**src/hdl/twsc_params.svh**
```systemverilog
// Purpose: constants for the timer, watchdog and sleep control core
// Assumes: 100 MHz system clock, AXI4-Lite register access
// Notes: offsets are byte addresses of 32-bit aligned words
`ifndef TWSC_PARAMS_SVH
`define TWSC_PARAMS_SVH
`define TWSC_OFS_CORE_CTRL 8'h00
`define TWSC_OFS_TIMER 8'h04
`define TWSC_OFS_SLEEP_WDT 8'h08
`define TWSC_OFS_IRQ_MASK 8'h0C
`define TWSC_OFS_IRQ_FLAG 8'h10
`define TWSC_OFS_INSTR 8'h14
`define TWSC_OFS_STATUS 8'h18
`define TWSC_OFS_EVENT 8'h1C
`define TWSC_CTRL_RW_MASK 8'h8F
`define TWSC_SLP_RW_MASK 8'h79
`define TWSC_MASK_RW_MASK 8'h0F
`define TWSC_BIT_TARGET 3
`define TWSC_BIT_GIE 6
`define TWSC_BIT_WATCHDOG_ENABLE 5
`define TWSC_BIT_SLEEP_CONTROL 4
`define TWSC_BIT_ODE 6
`define TWSC_BIT_WUD 0
`define TWSC_INS_WDT_CLR 0
`define TWSC_INS_SLEEP 1
`define TWSC_INS_INTERRUPT_DISABLE_INSTR 2
`define TWSC_INS_ENI 3
`define TWSC_INS_RETURN_FROM_INTERRUPT_INSTR 4
`define TWSC_RST_CTRL 8'h00
`define TWSC_RST_SLP 8'h11
`define TWSC_RST_MASK 8'h00
`define TWSC_CLK_NS 10
`define TWSC_WDT_PERIOD_US 18000
`define TWSC_OST_US 18000
`define TWSC_WDT_CYCLES ((`TWSC_WDT_PERIOD_US * 1000) / `TWSC_CLK_NS)
`define TWSC_OST_CYCLES ((`TWSC_OST_US * 1000 + `TWSC_CLK_NS - 1) / `TWSC_CLK_NS)
`define TWSC_RESP_OKAY 2'h0
`define TWSC_RESP_SLVERR 2'h2
`endif

```
**src/hdl/twsc_pkg.sv**
```systemverilog
// Purpose: types for the timer, watchdog and sleep control core
// Assumes: constants come from twsc_params.svh
// Notes: power state machine only
package twsc_pkg;
  typedef enum logic [1:0] {
    TWSC_RUN = 2'b00,
    TWSC_SLEEP = 2'b01,
    TWSC_OST = 2'b10
  } twsc_pwr_type;
endpackage : twsc_pkg

```
**src/hdl/twsc_core.sv**
```systemverilog
// Purpose: timer/counter, watchdog, shared prescaler, sleep and interrupt control
// Assumes: one 100 MHz clock; instruction events arrive as AXI writes to the instruction register
// Notes: mclk_in stands in for the instruction cycle and the watchdog oscillator
// Notes on behaviour
// [RULE_01] One 8-bit prescaler, one user at once
// [RULE_02] Target bit: 0 timer, 1 watchdog
// [RULE_03] Ratio code picks power-of-two divide
// [RULE_04] Timer write clears prescaler in timer mode
// [RULE_05] Watchdog clear or sleep clears both (code clears prescaler only when target is watchdog)
// [RULE_06] Timer steps once per instruction cycle
// [RULE_07] Watchdog runs in sleep, timeout resets
// [RULE_08] Watchdog base period about 18 ms
// [RULE_09] Enable bit needs build option set
// [RULE_10] Interrupt enable only by instructions
// [RULE_11] Control bits 4,5 read zero
// [RULE_12] Sleep bit: wake sets, fall sleeps
// [RULE_13] Start-up delay 18 ms on wake
// [RULE_14] Watchdog enabled after wake if option
// [RULE_15] Wake-up disable bit, read and write
// [RULE_16] Mask bits 0-3 enable four interrupts
// [RULE_17] Open-drain select bit drives pins
// [RULE_18] Flags set by events, read masked
// [RULE_19] Timeout bit set by instrs, cleared timeout
// [RULE_20] Timer wrap sets overflow flag
//
// Decided for this implementation: the register offsets and the AXI4-Lite slave port.
`timescale 1ns/10ps
`include "twsc_params.svh"
module twsc_core #(
  parameter int WDT_CYCLES = `TWSC_WDT_CYCLES,
  parameter int OST_CYCLES = `TWSC_OST_CYCLES,
  parameter bit WDT_BUILD_OPTION = 1'b1
) (
  // Clock and reset
  input wire logic mclk_in,
  input wire logic rst_n_in,
  // AXI4-Lite write
  input wire logic [7:0] s_axi_awaddr_in,
  input wire logic s_axi_awvalid_in,
  output logic s_axi_awready_out,
  input wire logic [31:0] s_axi_wdata_in,
  input wire logic [3:0] s_axi_wstrb_in,
  input wire logic s_axi_wvalid_in,
  output logic s_axi_wready_out,
  output logic [1:0] s_axi_bresp_out,
  output logic s_axi_bvalid_out,
  input wire logic s_axi_bready_in,
  // AXI4-Lite read
  input wire logic [7:0] s_axi_araddr_in,
  input wire logic s_axi_arvalid_in,
  output logic s_axi_arready_out,
  output logic [31:0] s_axi_rdata_out,
  output logic [1:0] s_axi_rresp_out,
  output logic s_axi_rvalid_out,
  input wire logic s_axi_rready_in,
  // Pins and events
  input wire logic wakeup_in,
  input wire logic [3:1] irq_event_in,
  // Status outputs
  output logic wdt_reset_out,
  output logic deep_sleep_out,
  output logic cpu_run_out,
  output logic open_drain_sel_out,
  output logic wakeup_disable_out,
  output logic pull_high_disable_out,
  output logic global_irq_en_out,
  output logic irq_pending_out
);

  typedef struct packed {
    logic aw_got;
    logic [7:0] aw_addr;
    logic w_got;
    logic [31:0] w_data;
    logic [3:0] w_strb;
    logic bvalid;
    logic [1:0] bresp;
    logic rvalid;
    logic [31:0] rdata;
    logic [1:0] rresp;
    logic wr_rdy;
    logic ar_rdy;
    logic o_dsleep;
    logic o_run;
    logic o_pend;
    logic [7:0] ctrl;
    logic [7:0] slp;
    logic [7:0] mask;
    logic [3:0] flags;
    logic [7:0] timer;
    logic [7:0] presc;
    logic [31:0] wdt_cnt;
    logic [31:0] ost_cnt;
    logic timeout_bit;
    logic wdt_rst;
    logic sleep_control_d;
    twsc_pkg::twsc_pwr_type pwr;
    logic [1:0] wk_sync;
    logic wk_d;
    logic [2:0] ev_s1;
    logic [2:0] ev_s2;
    logic [2:0] ev_d;
  } twsc_state_type;

  twsc_state_type st_r;
  twsc_state_type st_nxt;

  // Prescaler tap for ratio code and target
  function automatic logic presc_tick(input logic [7:0] cnt, input logic [2:0] code, input logic wdt_sel);
    logic [8:0] lim;
    lim = wdt_sel ? (9'h001 << code) : (9'h002 << code);
    presc_tick = ({1'b0, cnt} == (lim - 9'h001));
  endfunction : presc_tick

  logic wr_fire;
  logic rd_fire;
  logic wdt_on;
  logic run;
  logic timer_step;
  logic wdt_step;
  logic wdt_clr;
  logic sleep_ins;
  logic [7:0] wd8;
  logic [2:0] ev_rise;

  always_comb begin
    st_nxt = st_r;
    wd8 = st_r.w_data[7:0];
    run = (st_r.pwr == twsc_pkg::TWSC_RUN);
    wdt_clr = 1'b0;
    sleep_ins = 1'b0;
    timer_step = 1'b0;
    wdt_step = 1'b0;
    // Synchronise pins
    st_nxt.wk_sync = {st_r.wk_sync[0], wakeup_in};
    st_nxt.wk_d = st_r.wk_sync[1];
    st_nxt.ev_s1 = irq_event_in;
    st_nxt.ev_s2 = st_r.ev_s1;
    st_nxt.ev_d = st_r.ev_s2;
    ev_rise = st_r.ev_s2 & ~st_r.ev_d;
    // [RULE_09] Enable gated by option
    wdt_on = WDT_BUILD_OPTION && st_r.slp[`TWSC_BIT_WATCHDOG_ENABLE];
    // AXI write capture
    if (s_axi_awvalid_in && !st_r.aw_got && !st_r.bvalid) begin
      st_nxt.aw_got = 1'b1;
      st_nxt.aw_addr = s_axi_awaddr_in;
    end
    if (s_axi_wvalid_in && !st_r.w_got && !st_r.bvalid) begin
      st_nxt.w_got = 1'b1;
      st_nxt.w_data = s_axi_wdata_in;
      st_nxt.w_strb = s_axi_wstrb_in;
    end
    wr_fire = st_r.aw_got && st_r.w_got && !st_r.bvalid;
    if (st_r.bvalid && s_axi_bready_in) begin
      st_nxt.bvalid = 1'b0;
    end
    // Prescaler and timer
    if (run && !st_r.ctrl[`TWSC_BIT_TARGET]) begin
      // [RULE_01] Prescaler serves timer
      if (presc_tick(st_r.presc, st_r.ctrl[2:0], 1'b0)) begin
        st_nxt.presc = 8'h00;
        timer_step = 1'b1;
      end else begin
        st_nxt.presc = st_r.presc + 8'h01;
      end
    end else if (!st_r.ctrl[`TWSC_BIT_TARGET]) begin
      st_nxt.presc = st_r.presc;
    end
    // [RULE_06] Timer increment
    if (run && st_r.ctrl[`TWSC_BIT_TARGET]) begin
      timer_step = 1'b1;
    end
    if (timer_step) begin
      st_nxt.timer = st_r.timer + 8'h01;
    end
    // [RULE_02] Prescaler serves watchdog
    if (st_r.ctrl[`TWSC_BIT_TARGET]) begin
      // [RULE_03] Ratio tap select
      if (presc_tick(st_r.presc, st_r.ctrl[2:0], 1'b1)) begin
        st_nxt.presc = 8'h00;
        wdt_step = 1'b1;
      end else begin
        st_nxt.presc = st_r.presc + 8'h01;
      end
    end else begin
      wdt_step = 1'b1;
    end
    // [RULE_07] Watchdog counts in sleep too
    st_nxt.wdt_rst = 1'b0;
    if (wdt_on && wdt_step) begin
      // [RULE_08] Base period count
      if (st_r.wdt_cnt >= 32'(WDT_CYCLES - 1)) begin
        st_nxt.wdt_cnt = 32'h00000000;
        st_nxt.wdt_rst = 1'b1;
      end else begin
        st_nxt.wdt_cnt = st_r.wdt_cnt + 32'h00000001;
      end
    end
    // Sleep state machine
    st_nxt.sleep_control_d = st_r.slp[`TWSC_BIT_SLEEP_CONTROL];
    case (st_r.pwr)
      twsc_pkg::TWSC_RUN: begin
        // [RULE_12] Falling sleep bit stops oscillator
        if (st_r.sleep_control_d && !st_r.slp[`TWSC_BIT_SLEEP_CONTROL]) begin
          st_nxt.pwr = twsc_pkg::TWSC_SLEEP;
        end
      end
      twsc_pkg::TWSC_SLEEP: begin
        if (!st_r.sleep_control_d && st_r.slp[`TWSC_BIT_SLEEP_CONTROL]) begin
          st_nxt.pwr = twsc_pkg::TWSC_OST;
          st_nxt.ost_cnt = 32'h00000000;
        end
      end
      twsc_pkg::TWSC_OST: begin
        // [RULE_13] Start-up delay count
        if (st_r.ost_cnt >= 32'(OST_CYCLES - 1)) begin
          st_nxt.pwr = twsc_pkg::TWSC_RUN;
          // [RULE_14] Watchdog on after wake
          if (WDT_BUILD_OPTION) begin
            st_nxt.slp[`TWSC_BIT_WATCHDOG_ENABLE] = 1'b1;
          end
        end else begin
          st_nxt.ost_cnt = st_r.ost_cnt + 32'h00000001;
        end
      end
      default: begin
        st_nxt.pwr = twsc_pkg::TWSC_RUN;
      end
    endcase
    // [RULE_20] Overflow flag on wrap
    if (timer_step && st_r.timer == 8'hFF) begin
      st_nxt.flags[0] = 1'b1;
    end
    // Register writes
    if (wr_fire) begin
      st_nxt.aw_got = 1'b0;
      st_nxt.w_got = 1'b0;
      st_nxt.bvalid = 1'b1;
      st_nxt.bresp = `TWSC_RESP_OKAY;
      if (st_r.w_strb[0]) begin
        case (st_r.aw_addr)
          `TWSC_OFS_CORE_CTRL: begin
            // [RULE_10] Interrupt enable kept on write
            // [RULE_11] Writable bits only
            st_nxt.ctrl = (wd8 & `TWSC_CTRL_RW_MASK) | (st_r.ctrl & ~`TWSC_CTRL_RW_MASK);
          end
          `TWSC_OFS_TIMER: begin
            st_nxt.timer = wd8;
            // [RULE_04] Timer write clears prescaler
            if (!st_r.ctrl[`TWSC_BIT_TARGET]) begin
              st_nxt.presc = 8'h00;
            end
          end
          `TWSC_OFS_SLEEP_WDT: begin
            // [RULE_15] Wake-up and open-drain bits
            st_nxt.slp = wd8 & `TWSC_SLP_RW_MASK;
          end
          `TWSC_OFS_IRQ_MASK: begin
            // [RULE_16] Mask bits
            st_nxt.mask = wd8 & `TWSC_MASK_RW_MASK;
          end
          `TWSC_OFS_IRQ_FLAG: begin
            st_nxt.flags = st_r.flags & wd8[3:0];
          end
          `TWSC_OFS_INSTR: begin
            wdt_clr = wd8[`TWSC_INS_WDT_CLR];
            sleep_ins = wd8[`TWSC_INS_SLEEP];
            if (wd8[`TWSC_INS_INTERRUPT_DISABLE_INSTR]) begin
              st_nxt.ctrl[`TWSC_BIT_GIE] = 1'b0;
            end
            if (wd8[`TWSC_INS_ENI] || wd8[`TWSC_INS_RETURN_FROM_INTERRUPT_INSTR]) begin
              st_nxt.ctrl[`TWSC_BIT_GIE] = 1'b1;
            end
          end
          `TWSC_OFS_STATUS, `TWSC_OFS_EVENT: begin
            st_nxt.bresp = `TWSC_RESP_OKAY;
          end
          default: begin
            st_nxt.bresp = `TWSC_RESP_SLVERR;
          end
        endcase
      end
    end
    // [RULE_05] Clear watchdog, and prescaler when the target is watchdog
    if (wdt_clr || sleep_ins) begin
      st_nxt.wdt_cnt = 32'h00000000;
      if (st_r.ctrl[`TWSC_BIT_TARGET]) begin
        st_nxt.presc = 8'h00;
      end
      // [RULE_19] Timeout bit set by instrs
      st_nxt.timeout_bit = 1'b1;
    end
    if (sleep_ins) begin
      st_nxt.slp[`TWSC_BIT_SLEEP_CONTROL] = 1'b0;
    end
    // [RULE_12] Wake falling edge sets bit
    if (st_r.wk_d && !st_r.wk_sync[1] && !st_r.slp[`TWSC_BIT_WUD]) begin
      st_nxt.slp[`TWSC_BIT_SLEEP_CONTROL] = 1'b1;
    end
    // [RULE_18] Event set wins over clear
    st_nxt.flags[3:1] = st_nxt.flags[3:1] | ev_rise;
    if (timer_step && st_r.timer == 8'hFF) begin
      st_nxt.flags[0] = 1'b1;
    end
    // [RULE_19] Timeout clears bit
    if (st_nxt.wdt_rst) begin
      st_nxt.timeout_bit = 1'b0;
    end
    // AXI read
    // Address taken in the cycle the ready pulse is high
    rd_fire = s_axi_arvalid_in && st_r.ar_rdy;
    st_nxt.ar_rdy = s_axi_arvalid_in && !st_r.ar_rdy && !st_r.rvalid;
    if (st_r.rvalid && s_axi_rready_in) begin
      st_nxt.rvalid = 1'b0;
    end
    if (rd_fire) begin
      st_nxt.rvalid = 1'b1;
      st_nxt.rresp = `TWSC_RESP_OKAY;
      st_nxt.rdata = 32'h00000000;
      case (s_axi_araddr_in)
        `TWSC_OFS_CORE_CTRL: st_nxt.rdata[7:0] = st_r.ctrl & 8'hCF;
        `TWSC_OFS_TIMER: st_nxt.rdata[7:0] = st_r.timer;
        `TWSC_OFS_SLEEP_WDT: st_nxt.rdata[7:0] = st_r.slp;
        `TWSC_OFS_IRQ_MASK: st_nxt.rdata[7:0] = st_r.mask;
        // [RULE_18] Masked flag read
        `TWSC_OFS_IRQ_FLAG: st_nxt.rdata[7:0] = {4'h0, st_r.flags & st_r.mask[3:0]};
        `TWSC_OFS_INSTR: st_nxt.rdata = 32'h00000000;
        `TWSC_OFS_STATUS: st_nxt.rdata[7:0] = {3'h0, st_r.timeout_bit, 2'h0, st_r.pwr};
        `TWSC_OFS_EVENT: st_nxt.rdata[7:0] = st_r.presc;
        default: st_nxt.rresp = `TWSC_RESP_SLVERR;
      endcase
    end
    // Registered copies of derived outputs
    // Write ready pulse while both halves held
    st_nxt.wr_rdy = st_nxt.aw_got && st_nxt.w_got && !st_nxt.bvalid;
    st_nxt.o_dsleep = (st_nxt.pwr == twsc_pkg::TWSC_SLEEP);
    st_nxt.o_run = (st_nxt.pwr == twsc_pkg::TWSC_RUN);
    st_nxt.o_pend = |(st_nxt.flags & st_nxt.mask[3:0]);
  end

  always_ff @(posedge mclk_in or negedge rst_n_in) begin
    if (!rst_n_in) begin
      st_r <= '0;
      st_r.ctrl <= `TWSC_RST_CTRL;
      st_r.slp <= `TWSC_RST_SLP;
      st_r.mask <= `TWSC_RST_MASK;
      st_r.timeout_bit <= 1'b1;
      st_r.sleep_control_d <= 1'b1;
      st_r.o_run <= 1'b1;
      st_r.pwr <= twsc_pkg::TWSC_RUN;
    end else begin
      st_r <= st_nxt;
    end
  end

  // Outputs straight from state
  assign s_axi_awready_out = st_r.wr_rdy;
  assign s_axi_wready_out = st_r.wr_rdy;
  assign s_axi_bvalid_out = st_r.bvalid;
  assign s_axi_bresp_out = st_r.bresp;
  assign s_axi_arready_out = st_r.ar_rdy;
  assign s_axi_rvalid_out = st_r.rvalid;
  assign s_axi_rdata_out = st_r.rdata;
  assign s_axi_rresp_out = st_r.rresp;
  // [RULE_07] Watchdog reset pulse
  assign wdt_reset_out = st_r.wdt_rst;
  assign deep_sleep_out = st_r.o_dsleep;
  assign cpu_run_out = st_r.o_run;
  // [RULE_17] Open-drain select out
  assign open_drain_sel_out = st_r.slp[`TWSC_BIT_ODE];
  assign wakeup_disable_out = st_r.slp[`TWSC_BIT_WUD];
  assign pull_high_disable_out = st_r.ctrl[7];
  assign global_irq_en_out = st_r.ctrl[`TWSC_BIT_GIE];
  assign irq_pending_out = st_r.o_pend;

endmodule : twsc_core

```
**config.mk**
```make
export PLATFORM = sky130hd
export DESIGN_NAME = twsc_core
export DESIGN_NICKNAME = d
export VERILOG_FILES = /design/src/hdl/twsc_pkg.sv /design/src/hdl/twsc_core.sv
export VERILOG_INCLUDE_DIRS = /design/src /design/src/hdl
export SDC_FILE = /design/constraint.sdc
export NUM_CORES = 1
export LEC_CHECK = 0
export ABC_CLOCK_PERIOD_IN_PS = 2500
export BUFFER_PORTS_ARGS = -buffer_cell sky130_fd_sc_hd__buf_4
export CORE_MARGIN = 10
export CORE_UTILIZATION = 45
export CTS_CLUSTER_DIAMETER = 50
export DETAILED_ROUTE_END_ITERATION = 10
export PLACE_DENSITY = 0.68
export SLEW_MARGIN = 10
export SYNTH_ARGS = -nofsm -noshare
export SYNTH_HDL_FRONTEND = slang
export SYNTH_SLANG_ARGS = --single-unit
```
**constraint.sdc**
```tcl
create_clock -name mclk_in -period 2.5 [get_ports mclk_in]
set_clock_uncertainty 0.15 [all_clocks]
set_input_delay 0.25 -clock mclk_in [delete_from_list [all_inputs] [get_ports mclk_in]]
set_output_delay 0.25 -clock mclk_in [all_outputs]
set_load 0.1 [all_outputs]
```
==> metrics.md <==
| Metric | Value |
|---|---|
| CTS max path bufs | `2` |
| CP max FO | `6` |
| Initial DRC count | `481` |
| Area Growth Syn to Fin | `25.9%` |
| Hold slack | `0.117 ns` |
| Hpwl dp | `12.5 mm` |
| Core area | `16700 µm²` |
| Inserted Clock Buffers | `17` |
| Final setup fails | `4` |
| Global-route wire length before repair | `29.8 mm` |
| PwrDens | `867 nW/µm²` |
| GR Util All Layers | `0.162` |
| Wire per inst | `16.4 µm` |
| Die width | `151 µm` |
| Slew Limit Fails | `0` |
| Post-Place Cell Area | `8490 µm²` |
| Max-cap viol count | `0` |
| Synth Flop Type | `dfrtp_1` |
| Crit path kind | `reg2reg` |
| Post-synthesis compound-gate area fraction | `0.134` |
| Main combinational cell family by area after synthesis | `simple AND/OR/NAND/NOR gates` |
| Worst ir drop on vdd | `0.628 mV` |
| FF+latch count, synth | `152` |
| Wire length on met3 | `1.05 mm` |
| Largest net degree at the start of global routing | `49` |
| Largest register by flop count | `st_r` |
| Initial Util | `0.461` |
| Initial antenna violation count | `0` |
| Chip Height | `151 µm` |
| Worst Setup Start Kind | `flip-flop` |
| DP Cell Count | `1062` |
| Number of flip-flops in the largest register | `121` |
| Top layer in use | `met4` |
| Min Tclk post-route | `2.57 ns` |
| Post-synth EDFFs | `0` |
| Met2 wire length | `8.85 mm` |
| Achievable Freq | `389 MHz` |
| Clock Latency Late Sink | `0.42 ns` |
| Root Buffer | `clkbuf_16` |
| RD Place Congestion | `0.859` |
| Failing checks | `negative setup slack` |
| Synth Area in XOR/XNOR | `0.0341` |
| Drt first pass iters | `6` |
| Clock sink count | `152` |
| Vias in the first global route | `5924` |
| Worst-margin pin slew | `0.658 ns` |
| Pleak | `4.37 nW` |
| CP endpoint kind | `flip-flop` |
| Worst path required time | `2.66 ns` |
| Fin cells | `1137` |
| Via/cell ratio | `5.42` |
| Vias | `6163` |
| Seq/Total Area, Yosys | `0.495` |
| Multiplexer share of the synthesized area | `0.0489` |
| CTS tree | `done` |
| Cell count after synthesis | `773` |
| Final instance area | `9700 µm²` |
| Period utilization | `1.03` |
| M1 wire length | `8.53 mm` |
| Ports | `112` |
| Simple-gate share of the synthesized area | `0.205` |
| Final hold vios | `0` |
| N_diodes | `0` |
| Mapped Area | `7700 µm²` |
| Mapped Avg Cell Area | `9.96 µm²` |
| Status | `complete, but fails checks` |
| H-tree Lvls | `4` |
| Post-synth cell types | `75` |
| Antenna-violating nets left | `0` |
| Final setup margin | `-0.0689 ns` |
| Power, Total | `0.00841 W` |
| Layout cells sized above 1 | `0.272` |
| Crit path arrival time | `2.73 ns` |
| Pre-CTS setup slack | `-0.0798 ns` |
| Routed wire length | `18.7 mm` |
| Adder-cell share of the synthesized area | `0.00796` |
| Full die area | `22700 µm²` |
| Synth warnings | `0` |
| I/O Buffers | `58` |
| Std-Cell Rows | `47` |
| Synth async-reset ratio | `1.00` |
| Slew headroom | `0.557` |
| Remaining global-route overflow | `0` |
| Final #Nets | `971` |
| RSZ-0062 raised after global routing | `yes` |
| CTS clk-pin slew, worst paths | `0.06 ns` |
| Residual DRC | `0` |
| Worst min-delay path class | `in2reg` |
## metal layers
metal | track usage | up-vias
li1 | - | 2969
met1 | 0.218 | 3009
met2 | 0.257 | 169
met3 | 0.0379 | 16
met4 | 0.0438 | 0
met5 | 0 | -
## logic make-up (layout without fill, tap and decap cells)
family | count (synthesis) | after routing
AOI/OAI and AO/OA | 161 | 162
muxes | 34 | 34
adders and majority gates | 5 | 5
and+or+nand+nor | 303 | 303
xor gates and xnor gates | 30 | 30
DFF | 152 | 152
buffers and inverters | 87 | 205
other | 1 | 26
## final timing paths
path	from	end	slack (ns)	cells after the start
max reg2reg	st_r[118]$_DFFE_PN0P_	st_r[93]$_DFF_PN0_	-0.07	8
min	s_axi_wvalid_in	st_r[204]$_DFF_PN0_	0.12	3
max in group asynchronous	rst_n_in	cpu_run_out$_DFF_PN1_	1.23	3
min reg2reg	st_nxt[11]$_DFF_PN0_	st_nxt[9]$_DFF_PN0_	0.20	0
min in group asynchronous	rst_n_in	st_r[213]$_DFF_PN0_	0.18	2
max	st_r[118]$_DFFE_PN0P_	st_r[93]$_DFF_PN0_	-0.07	8
## where the power goes
part / total (W) / switching (W) / internal [W]
sequential: 0.00328 / 0.000449 / 0.00283
clock: 0.00247 / 0.00106 / 0.00141
combinational: 0.00266 / 0.00161 / 0.00105
## layout make-up
type | instances | area (µm²)
fillers | 1422 | 7010
well taps | 220 | 275
multi-input cells | 560 | 3610
flip-flops and latches | 152 | 3810
clock inverters | 12 | 120
clock buffers | 20 | 447
repair buffers | 158 | 1370
inverters | 15 | 58.8
## stage by stage
| step | TNS (ns) | util |
|---|---|---|
| after floorplan | 0 | - |
| after global placement | -0.0493 | 0.508 |
| after detailed placement | -0.124 | 0.508 |
| after CTS | 0 | 0.559 |
| after global routing | -1.25 | 0.581 |
| final | -0.159 | 0.581 |
## critical path: stages (launching register included)
cell	delay, ns
dfrtp_2	0.47
buf_6	0.16
xnor2_1	0.12
a32oi_1	0.24
o2111ai_2	0.18
o41a_1	0.59
nor4b_2	0.29
xnor2_1	0.19
o21ai_2	0.07
## synthesized netlist by cell type (17+ instances only)
cell,count,share of area
mux2_2,29,0.042
and3_1,17,0.014
nor2b_1,23,0.019
nand2_1,65,0.032
xor2_1,20,0.023
dfrtp_1,147,0.48
clkbuf_1,19,0.0093
a21oi_1,33,0.021
nand3_1,44,0.029
nor2_1,56,0.027
buf_4,41,0.040
o21ai_0,55,0.036
nor3_1,28,0.018
## cells in the final DEF (no fill, tap or decap), drive strengths merged, types with 5 or more instances in the layout
cell,n
nor4,11
dfrtp,147
inv,18
and3,18
xnor2,10
mux2i,5
nor2,57
conb,26
nand4,10
a21oi,33
a31oi,8
buf,131
nand2,65
o22ai,5
and2,16
mux2,29
xor2,20
clkbuf,22
nor3,28
nand3,44
o21ai,61
nand2b,7
a21o,7
nand3b,6
dfstp,5
nor2b,23
o31ai,5
dlygate4sd3,25
## repair_timing
item / in CTS / in global routing
resized for setup: 3 / 53
pin swaps: 1 / 23
setup endpoints to repair: 9 / 56
endpoints found under the hold margin: 115 / 0
hold buffers: 25 / 0
buffers inserted: 1 / 13
gates cloned: 1 / 4
(Power assumes the default switching activity.)
